==> src/sba_pkg.sv <==
/*
 * Shared constants for the secondary bus arbiter.
 * Assumes a single 50 MHz clock and a synchronous active-high reset.
 */
package sba_pkg;
    // ========================================
    // Sizes
    localparam int NUM_EXT = 9;           // External requesters
    localparam int NUM_REQ = NUM_EXT + 1; // Plus the bridge itself
    localparam int REQ_IDX_W = 4;         // Index width
    localparam logic [REQ_IDX_W-1:0] BRIDGE_IDX = 4'h9; // Bridge slot in the vector
    localparam logic [REQ_IDX_W-1:0] IDX_ZERO = 4'h0;
    localparam logic [REQ_IDX_W-1:0] IDX_ONE = 4'h1;
    localparam logic [REQ_IDX_W-1:0] IDX_LAST = 4'h9;
    // ========================================
    // Reset values
    localparam logic [NUM_EXT-1:0] EXT_IDLE = 9'h1ff;  // All active-low lines released
    localparam logic [NUM_REQ-1:0] NONE_REQ = 10'h000;
    // ========================================
    // Arbiter states
    typedef enum logic [1:0] {
        SBA_IDLE = 2'b00,
        SBA_GRANT = 2'b01,
        SBA_BUSY = 2'b10
    } sba_state_t;
endpackage

==> src/sba_grp_if.sv <==
/*
 * Carrier between the arbiter top and its group picker.
 * Assumes both ends run on the same clock.
 */
`timescale 1ns/1ps
interface sba_grp_if #(parameter int N = 10, parameter int W = 4);
    logic [N-1:0] req;    // Requests of this group
    logic [W-1:0] last;   // Most recent winner of this group
    logic hit;            // Some request present
    logic [W-1:0] winner; // Chosen index
    modport top (output req, output last, input hit, input winner);
    modport pick (input req, input last, output hit, output winner);
endinterface

==> src/sba_rr_pick.sv <==
/*
 * Round-robin picker for one priority group.
 * Assumes the caller holds the index of the group's last winner.
 */
`timescale 1ns/1ps
module sba_rr_pick #(
    parameter int N = 10,
    parameter int W = 4
) (
    sba_grp_if.pick grp // Group requests and result
);
    // ========================================
    // Search starts just past the last winner, so it ranks lowest
    logic [W-1:0] found;
    logic any;
    always_comb begin
        logic [W-1:0] idx;
        idx = '0;
        found = '0;
        any = 1'b0;
        for (int k = N; k >= 1; k--) begin
            idx = W'((int'(grp.last) + k) % N);
            if (grp.req[idx]) begin
                found = idx; // Smallest k wins, loop ends on it
                any = 1'b1;
            end
        end
    end
    assign grp.hit = any;
    assign grp.winner = found;
endmodule // sba_rr_pick

==> src/sba_arbiter.sv <==
/*
 * Secondary bus arbiter: two-level rotating priority over nine external
 * masters and the bridge, with a strap that hands arbitration to an
 * external arbiter. Assumes bus idle and bridge request come from the
 * bridge's own bus engine, already synchronous to clk.
 */
`timescale 1ns/1ps
// How it works
// Nine active-low request inputs 8..0 plus the bridge's own internal request.
// Two rotating groups; each requester individually assigned high or low.
// A master drives its request low when it wants the bus.
// At most one of nine grants; granted master starts once bus idle.
// Bridge request and grant are internal signals, no pins.
// Strap low enables internal arbiter; strap high disables it.
// With arbiter disabled an external arbiter decides for the bridge.
// Disabled: request line 0 is bridge grant input; start when idle.
// Disabled: grant line 0 is the bridge's request output.
// External mode: park when granted, bus idle, nothing to do.
// Parked: parity driven valid one cycle after address/data lines.
// Grants, internal one included, are one-hot or all idle.
// Latest winner in a group drops to that group's lowest position.
module sba_arbiter #(
    parameter int NUM_EXT = sba_pkg::NUM_EXT // External requesters
) (
    input wire logic clk,                          // 50 MHz bus clock
    input wire logic srst,                         // Sync reset, active high
    input wire logic cfnStrapLow,                  // Strap: low enables arbiter
    input wire logic [8:0] reqExtN,                // Request lines, active low
    input wire logic bridgeReq,                    // Bridge wants the bus
    input wire logic busIdle,                      // Bus idle this cycle
    input wire logic [sba_pkg::NUM_REQ-1:0] hiPri, // 1 = high group
    output logic [8:0] gntExtN,                    // Grant lines, active low
    output logic bridgeGnt,                        // Bridge may start
    output logic bridgeStart,                      // Bridge starts now (pulse)
    output logic parkAdOe,                         // Drive address/data to park
    output logic parkParOe,                        // Drive parity while parked
    output logic extMode                           // External arbiter selected
);
    localparam int N = sba_pkg::NUM_REQ;
    localparam int W = sba_pkg::REQ_IDX_W;

    // ========================================
    // Strap capture: sampled during reset as well, so the first edge after
    // release already knows the mode and no internal grant leaks out while
    // an external arbiter owns the grant lines
    logic extMode_reg;
    always_ff @(posedge clk) begin
        extMode_reg <= cfnStrapLow; // high strap means external arbiter
    end

    // ========================================
    // Request vector: bit 9 is the bridge, internal only
    logic [N-1:0] reqVec;
    assign reqVec = {bridgeReq, ~reqExtN}; // low is asserted

    logic [N-1:0] hiReq;
    logic [N-1:0] loReq;
    assign hiReq = reqVec & hiPri;
    assign loReq = reqVec & ~hiPri;

    // ========================================
    // Group pickers
    sba_grp_if #(.N(N), .W(W)) hiGrp ();
    sba_grp_if #(.N(N), .W(W)) loGrp ();
    logic [W-1:0] hiLast_reg;
    logic [W-1:0] loLast_reg;
    assign hiGrp.req = hiReq;
    assign hiGrp.last = hiLast_reg;
    assign loGrp.req = loReq;
    assign loGrp.last = loLast_reg;
    sba_rr_pick #(.N(N), .W(W)) uHi (.grp(hiGrp));
    sba_rr_pick #(.N(N), .W(W)) uLo (.grp(loGrp));

    // High group always beats low group
    logic anyReq;
    logic [W-1:0] pickIdx;
    logic pickHi;
    assign anyReq = hiGrp.hit | loGrp.hit;
    assign pickHi = hiGrp.hit;
    assign pickIdx = pickHi ? hiGrp.winner : loGrp.winner;

    // ========================================
    // Internal arbiter state
    sba_pkg::sba_state_t state_reg;
    sba_pkg::sba_state_t state_next;
    logic [W-1:0] owner_reg;
    logic [W-1:0] owner_next;
    logic ownerReq;
    assign ownerReq = reqVec[owner_reg];

    // Grant holds until the owner starts (bus leaves idle) or drops request;
    // re-arbitration happens only from IDLE; GRANT goes to BUSY on a busy bus, BUSY returns to IDLE on an idle bus,
    // GRANT returns to IDLE on an idle bus once the owner drops request, so grants never overlap.
    always_comb begin
        state_next = state_reg;
        owner_next = owner_reg;
        unique case (state_reg)
            sba_pkg::SBA_IDLE: begin
                if (anyReq) begin
                    state_next = sba_pkg::SBA_GRANT;
                    owner_next = pickIdx;
                end
            end
            sba_pkg::SBA_GRANT: begin
                if (!busIdle) state_next = sba_pkg::SBA_BUSY; // owner started
                else if (!ownerReq) state_next = sba_pkg::SBA_IDLE;
            end
            sba_pkg::SBA_BUSY: begin
                if (busIdle) state_next = sba_pkg::SBA_IDLE;
            end
            default: state_next = sba_pkg::SBA_IDLE;
        endcase
        if (extMode_reg) state_next = sba_pkg::SBA_IDLE;
    end

    // Winner rotation updated on each new grant
    logic newGrant;
    assign newGrant = !extMode_reg && state_reg == sba_pkg::SBA_IDLE && anyReq;

    always_ff @(posedge clk) begin
        if (srst) begin
            state_reg <= sba_pkg::SBA_IDLE;
            owner_reg <= sba_pkg::IDX_ZERO;
        end else begin
            state_reg <= state_next;
            owner_reg <= owner_next;
        end
    end

    always_ff @(posedge clk) begin
        if (srst) begin
            hiLast_reg <= sba_pkg::IDX_LAST;
            loLast_reg <= sba_pkg::IDX_LAST;
        end else if (newGrant && pickHi) begin
            hiLast_reg <= pickIdx;
        end else if (newGrant) begin
            loLast_reg <= pickIdx;
        end
    end

    // ========================================
    // Grant decode: one owner index gives a one-hot vector
    logic intGranting;
    logic [N-1:0] intGntVec;
    assign intGranting = state_next == sba_pkg::SBA_GRANT;
    genvar g;
    generate
        for (g = 0; g < N; g++) begin : gGnt
            assign intGntVec[g] = intGranting && owner_next == W'(g);
        end
    endgenerate

    // ========================================
    // External arbiter mode: line 0 swaps roles
    logic extGntIn;
    assign extGntIn = ~reqExtN[0];

    logic [8:0] gntExtN_next;
    logic bridgeGnt_next;
    assign gntExtN_next = extMode_reg ?
        {sba_pkg::EXT_IDLE[8:1], ~bridgeReq} :  // line 0 is bridge request out
        ~intGntVec[8:0];
    assign bridgeGnt_next = extMode_reg ? extGntIn : intGntVec[sba_pkg::BRIDGE_IDX];

    // Parking: granted, idle bus, nothing to do
    logic parkNext;
    assign parkNext = bridgeGnt_next && busIdle && !bridgeReq;

    always_ff @(posedge clk) begin
        if (srst) begin
            gntExtN <= sba_pkg::EXT_IDLE;
            bridgeGnt <= 1'b0;
            bridgeStart <= 1'b0;
            parkAdOe <= 1'b0;
            parkParOe <= 1'b0;
            extMode <= 1'b0;
        end else begin
            gntExtN <= gntExtN_next;
            bridgeGnt <= bridgeGnt_next;
            bridgeStart <= bridgeGnt_next && busIdle && bridgeReq;
            parkAdOe <= parkNext;
            parkParOe <= parkAdOe && parkNext; // one cycle behind
            extMode <= extMode_reg;
        end
    end
endmodule // sba_arbiter

==> config.mk <==
export PLATFORM = sky130hd
export DESIGN_NAME = sba_arbiter
export DESIGN_NICKNAME = d
export VERILOG_FILES = /design/src/sba_pkg.sv /design/src/sba_grp_if.sv /design/src/sba_rr_pick.sv /design/src/sba_arbiter.sv
export SDC_FILE = /design/constraint.sdc
export NUM_CORES = 1
export LEC_CHECK = 0
export BUFFER_PORTS_ARGS = -buffer_cell sky130_fd_sc_hd__buf_2
export CAP_MARGIN = 20
export CORE_UTILIZATION = 60
export CTS_CLUSTER_DIAMETER = 50
export DETAILED_ROUTE_END_ITERATION = 8
export PLACE_DENSITY_LB_ADDON = 0.1
export SYNTH_ARGS = -nofsm -noshare
export SYNTH_HDL_FRONTEND = slang
export SYNTH_SLANG_ARGS = --single-unit
==> constraint.sdc <==
create_clock -name clk -period 7.05 [get_ports clk]
set_input_delay 1.0575 -clock clk [delete_from_list [all_inputs] [get_ports clk]]
set_output_delay 1.0575 -clock clk [all_outputs]
set_load 0.05 [all_outputs]
==> results of run 1 <==
==> per-stage QoR <==
stage / instance area [um^2] / hold WS, ns / worst slack [ns] / cells / utilization [%]
2_1_floorplan: 9720 / 0.546 / 1.81 / 1352 / -
5_1_grt: 10000 / 0.464 / 0.916 / 1561 / 63.2
3_5_place_dp: 9860 / 0.437 / 1.29 / 1553 / 62.3
3_3_place_gp: 9860 / 0.426 / 1.23 / 1553 / 62.3
6_report: 10000 / 0.445 / 1.22 / 1561 / 63.2
4_1_cts: 10000 / 0.445 / 1.28 / 1561 / 63.2
==> area by class of cell <==
cell class	count	share of cell area, %
sequential	29	5.81
clock inverter	2	0.100
multi-input combinational	1191	84.5
tap	216	2.70
clock buffer	6	1.29
timing repair buffer	56	3.28
inverter	61	2.29
==> critical path, stage by stage (launching register included) <==
cell,delay [ns]
dfxtp_1,0.34
buf_4,0.38
ha_1,0.59
xor2_2,0.23
nor3_1,0.36
inv_1,0.08
ha_1,0.27
nor2b_1,0.23
o22ai_1,0.15
a221oi_1,0.27
o21ai_0,0.18
o21ai_0,0.46
or4b_1,0.28
o311ai_1,0.22
or4_1,0.53
o211ai_2,0.26
nand3_1,0.27
nor4b_4,0.38
o221ai_1,0.17
==> cells in the mapped netlist (all sizes together) (8+ instances only) <==
cell type / count
dfxtp: 29
a21o: 21
nor3b: 17
clkbuf: 27
nand2b: 23
a21oi: 106
o221ai: 9
nand4: 18
or2: 24
ha: 68
and3: 13
nand3b: 8
xnor2: 39
o21ai: 85
o22ai: 13
a211o: 9
or3b: 8
or3: 12
xor2: 13
a211oi: 19
a31oi: 18
o31ai: 18
o21a: 22
nand3: 31
mux2i: 33
buf: 44
o21bai: 10
nor2b: 20
o31a: 8
o2111ai: 8
nor3: 67
nor4: 19
and3b: 8
o211a: 8
nor2: 119
nand2: 102
o311ai: 16
o211ai: 31
mux2: 10
inv: 56
==> cell families (layout without fill, tap and decap cells) <==
logic type | Yosys count | after routing | synth area share, %
AO/OA/AOI/OAI | 494 | 494 | 37.4
XOR/XNOR | 52 | 52 | 5.65
adder cells (fa/ha/maj) | 73 | 73 | 9.27
buffers and inverters | 132 | 125 | 7.02
flip-flops | 29 | 29 | 5.98
multiplexers | 47 | 47 | 5.49
AND/OR/NAND/NOR | 525 | 525 | 29.2
==> how the worst max path moves through the flow <==
stage / startpoint / end / slack, ns / depth (start not counted)
floorplan: hiGrp.last[1] / gntExtN[8] / 1.81 / 19
global placement: hiGrp.last[1] / gntExtN[0] / 1.23 / 18
detailed placement: hiGrp.last[1] / gntExtN[0] / 1.29 / 18
CTS: hiGrp.last[1] / gntExtN[0] / 1.28 / 18
global route: hiGrp.last[1] / gntExtN[0] / 0.92 / 18
finish: hiGrp.last[1] / gntExtN[0] / 1.22 / 18
==> routing by layer <==
metal / track usage [%] / vias to the layer above
met2: 64.2 / 485
li1: - / 5202
met4: 23.7 / 0
met1: 44.8 / 5132
met5: 0 / -
met3: 3.01 / 138
==> summary.txt, run 1 <==
Detailed routing
  – Vias per inst: 7.02
  – Met1 WL: roughly 13000 um
  – TritonRoute pass-1 iters: 6
  – WL met2: between 15000 and 20000 um
  – DR WL met3: between 1500 and 2000 um
  – Antenna viol nets, final: 0
  – Post-route DRC: 0
  – DRT iter0 DRCs: between 1000 and 1500
  – Uppermost layer routed: met4
  – WL/cell: just over 20 um
  – Total Wirelength: approximately 32000 um
  – Via Count: roughly 11000

Final layout
  – Commonest non-fill, non-tap cell in the layout: nor2_1
  – Commonest cells after routing, fill and taps aside: nor2_1, nand2_1, a21oi_1
  – Number of diodes: 0
  – Layout cells sized above 1: roughly an eighth
  – Fin nets: approximately 1400
  – # fillers: 1506
  – Multi-input logic area: around 8500 um^2
  – Layout area overhead: 2.92%
  – Reg area: just under 600 um^2
  – Max reg flops: 9
  – Largest Register: gntExtN

Logic synthesis
  – Ys async rst share: 0%
  – Register area share after synthesis: under 10%
  – Post-synth top area cell: ha_1
  – Yosys reg bits: 29
  – Number of synthesized flops with an enable pin: 0
  – Most used DFF post-synth: dfxtp_1
  – Gate Count Post-Synth: between 1000 and 1500
  – Top post-synthesis cells by area: ha_1, dfxtp_1, a21oi_1
  – Net Count, Synth: approximately 1400
  – Syn_area_per_cell: about 7.2 um^2
  – Synth top area share: a little under 9%
  – Library cells used by synthesis: between 100 and 150
  – Synth warn: 0
  – Synthesized area: 9720 um^2

Clock tree
  – Clk slew on worst S/H paths: around 0.050 ns
  – H-tree levels: 2
  – Post-CTS Hold Buffers: 0
  – Clk Tree Root Cell: clkbuf_16
  – Clk buf depth: 2
  – TritonCTS Buffers: 5
  – Clock sink total: 29
  – CTS tree: built
  – CTS resizes: 0
  – Skew-Pair Late Insertion Delay: around 0.28 ns
  – Post-CTS Setup Bufs: 0

Floorplan
  – Die W: roughly 130 um
  – Io pins: 38
  – Die H: 129 um
  – Core ar.: around 16000 um^2
  – Row count: 46
  – Die Area: 16700 um^2
  – Initial Utilization: 61.4%

STA
  – Fmax: 0.172 GHz
  – Post-route clock skew: 0.00963 ns
  – # setup viols final: 0
  – RSZ-0062 raised after global routing: no
  – Final Hold Viols: 0
  – Fin crit share: around 83%
  – Slew headroom: between 30 and 40%
  – Fin Setup TNS: 0 ns
  – Worst-Margin Slew: 0.946 ns
  – Fin. max-slew vios: 0
  – Crit path time final: approximately 5.8 ns

GRT
  – Pin count of the biggest net entering global routing: 39
  – Vias in the first global route: roughly 9700
  – Gr ovfl total: 0
  – Initial antenna violation count: 0
  – First-pass GRT wire length: a little under 50000 um
  – GRT Overall Usage: 37.3%

Critical path
  – Crit end category: register
  – Reg2reg setup slack: ~1.2 ns
  – Critical path class: reg -> reg
  – Crit-path max FO: 37
  – Reg2reg end: gntExtN[0]
  – Worst r2r src: hiGrp.last[1]
  – Critical Path RT: 7.18 ns
  – CP arrival: approximately 6 ns
  – Crit start category: register
  – R2R depth: 18

Worst hold path
  – Cell depth of the worst hold path: 2
  – Hold_sp: parkAdOe
  – Hold Path Sink: parkParOe
  – Hold Crit Class: reg -> reg

Run
  – Max cap viols: 0

Outcome
  – Status: finished, final reports clean

Placement
  – Final HPWL DP: about 25000 um
  – Gpl congestion: approximately 1.0
  – # port buffers: 37
Power of run 1 is left out: the tool's default activity adds up to more than one toggle a clock period on the data nets, which glitch-free logic cannot reach.
==> run 2, diff against run 1 <==
--- a/config.mk
+++ b/config.mk
@@ -7,7 +7,7 @@
 export LEC_CHECK = 0
 export BUFFER_PORTS_ARGS = -buffer_cell sky130_fd_sc_hd__buf_2
 export CAP_MARGIN = 20
-export CORE_UTILIZATION = 60
+export CORE_UTILIZATION = 59
 export CTS_CLUSTER_DIAMETER = 50
 export DETAILED_ROUTE_END_ITERATION = 8
 export PLACE_DENSITY_LB_ADDON = 0.1
==> constraint.sdc (replaced) <==
create_clock -name clk -period 5.2 [get_ports clk]
set_input_delay 0.78 -clock clk [delete_from_list [all_inputs] [get_ports clk]]
set_output_delay 0.78 -clock clk [all_outputs]
set_load 0.05 [all_outputs]
==> summary.txt, run 2 (synthesis results as in run 1) <==
Outcome
  – Status: finished, final reports clean (unchanged)

Final layout
  – Fin nets: 1497 (was 1436)
  – Largest Register: gntExtN (unchanged)
  – Layout area overhead: 9.93% (was 2.92%)
  – Max reg flops: 9 (unchanged)
  – Fin util: 66.8% (was 63.2%)
  – Final Non-Filler Cells: 1622 (was 1561)
  – Layout cells sized above 1: 19.0% (was 12.9%)
  – Commonest non-fill, non-tap cell in the layout: nor2_1 (unchanged)
  – Number of diodes: 0 (unchanged)
  – Commonest cells after routing, fill and taps aside: nor2_1, nand2_1, a21oi_1 (unchanged)

Detailed routing
  – Via Count: 11300 (was 11000)
  – DRT iter0 DRCs: 1115 (was 1151)
  – Post-route DRC: 0 (unchanged)
  – Antenna viol nets, final: 0 (unchanged)
  – Vias per inst: 6.98 (was 7.02)
  – TritonRoute pass-1 iters: 6 (unchanged)
  – WL/cell: 20.6 um (was 20.5 um)
  – Total Wirelength: 33500 um (was 32000 um)

GRT
  – Initial antenna violation count: 0 (unchanged)
  – GRT Overall Usage: 38.7% (was 37.3%)
  – Gr ovfl total: 0 (unchanged)
  – Vias in the first global route: 10100 (was 9668)
  – First-pass GRT wire length: 52100 um (was 49700 um)
  – Pin count of the biggest net entering global routing: 42 (was 39)

Clock tree
  – H-tree levels: 2 (unchanged)
  – TritonCTS Buffers: 5 (unchanged)
  – CTS tree: built (unchanged)
  – Skew-Pair Late Insertion Delay: 0.29 ns (was 0.28 ns)
  – Post-CTS Hold Buffers: 0 (unchanged)
  – Clk Tree Root Cell: clkbuf_16 (unchanged)
  – Clk buf depth: 2 (unchanged)
  – Clk slew on worst S/H paths: 0.06 ns (was 0.05 ns)
  – Clock sink total: 29 (unchanged)

Run
  – Max cap viols: 0 (unchanged)

Critical path
  – Crit end category: register (unchanged)
  – Critical path class: reg -> reg (unchanged)
  – Crit-path max FO: 41 (was 37)
  – CP Cell Sequence: buf_12 -> ha_1 -> a21oi_1 -> xnor2_1 -> nand2_1 -> ha_1 -> inv_1 -> nand2_1 -> maj3_1 -> a21oi_1 -> a211oi_1 -> nor2_1 -> nand4_1 -> or2_1 -> nor3_2 -> a21oi_4 -> o22a_2 -> or3_1 (was buf_4 -> ha_1 -> xor2_2 -> nor3_1 -> inv_1 -> ha_1 -> nor2b_1 -> o22ai_1 -> a221oi_1 -> o21ai_0 -> o21ai_0 -> or4b_1 -> o311ai_1 -> or4_1 -> o211ai_2 -> nand3_1 -> nor4b_4 -> o221ai_1)
  – CP top delay family: simple AND/OR/NAND/NOR gates (unchanged)
  – Crit path max-delay cell type: nor3_2 (was ha_1)
  – CP arrival: 5.14 ns (was 5.96 ns)
  – Crit start category: register (unchanged)
  – CP bufs+invs: 2 (unchanged)
  – Slowest cell delay on critical path: 0.40 ns (was 0.59 ns)
  – Critical Path RT: 5.36 ns (was 7.18 ns)

STA
  – RSZ-0062 raised after global routing: yes (was no)
  – # setup viols final: 0 (unchanged)
  – Final Hold Viols: 0 (unchanged)
  – Fin. max-slew vios: 0 (unchanged)
  – Fmax: 0.201 GHz (was 0.172 GHz)
  – Slew headroom: 44.8% (was 36.9%)
  – Fin Setup TNS: 0 ns (unchanged)
  – Fin crit share: 95.7% (was 82.7%)
  – Post-route clock skew: 0.00600 ns (was 0.00963 ns)
  – Crit path time final: 4.98 ns (was 5.83 ns)
  – Worst-Margin Slew: 0.828 ns (was 0.946 ns)
  – Worst hold slack: 0.449 ns (was 0.445 ns)

Floorplan
  – Row count: 46 (unchanged)
  – Die H: 130 um (was 129 um)
  – Core ar.: 16000 um^2 (was 15800 um^2)
  – Initial Utilization: 60.7% (was 61.4%)
  – Die Area: 17000 um^2 (was 16700 um^2)
  – Die W: 130 um (was 129 um)
  – Io pins: 38 (unchanged)

Placement
  – Gpl congestion: 1.04 (was 1.03)
  – Cells after DPL: 1611 (was 1553)
  – Final HPWL DP: 26200 um (was 25200 um)
  – # port buffers: 37 (unchanged)

Worst hold path
  – Hold Crit Class: reg -> reg (unchanged)
-- run 2: layout make-up --
cell class                 count  area [um^2]
multi-input combinational   1191         8610
fill                        1478         5320
timing repair buffer         117          806
sequential                    29          582
tap                          216          270
inverter                      61          238
clock buffer                   6          139
clock inverter                 2         37.5
-- run 2: metrics by stage --
step                      area, um^2  worst slack, ns
after global routing           10700          -0.0915
final                          10700            0.225
after floorplan                 9720           0.0871
after CTS                      10500           0.0925
after detailed placement       10300           0.0516
after global placement         10300            0.176
-- run 2: final timing paths --
check	from	end	slack, ns	cells after the start
max	loGrp.last[1]	gntExtN[8]	0.22	18
min	parkAdOe	parkParOe	0.45	2
max reg2reg	loGrp.last[1]	gntExtN[8]	0.22	18
min reg2reg	parkAdOe	parkParOe	0.45	2
-- run 2: routing by layer --
| metal | track usage, % | share of wire (%) | wire length [um] | up-vias |
|---|---|---|---|---|
| li1 | - | - | - | 5312 |
| met1 | 46.7 | 40 | 13500 | 5338 |
| met2 | 67.6 | 48 | 16100 | 543 |
| met3 | 3.24 | 5.7 | 1910 | 132 |
| met4 | 21.6 | 5.8 | 1950 | 0 |
| met5 | 0 | 0 | 0 | - |
-- run 2: tightest hold or removal path: stages (launching register included) --
cell     delay [ns]
dfxtp_1        0.31
nand2_1        0.06
nor3_1         0.04
-- run 2: what timing repair did --
| action | 4_1_cts | 5_1_grt |
|---|---|---|
| gates resized for setup | 1 | 36 |
| pin swaps | 0 | 3 |
| setup endpoints to repair | 1 | 19 |
| hold endpoints to repair | 0 | 0 |
| buffers inserted | 0 | 3 |
Power of run 2 is left out for the same reason.
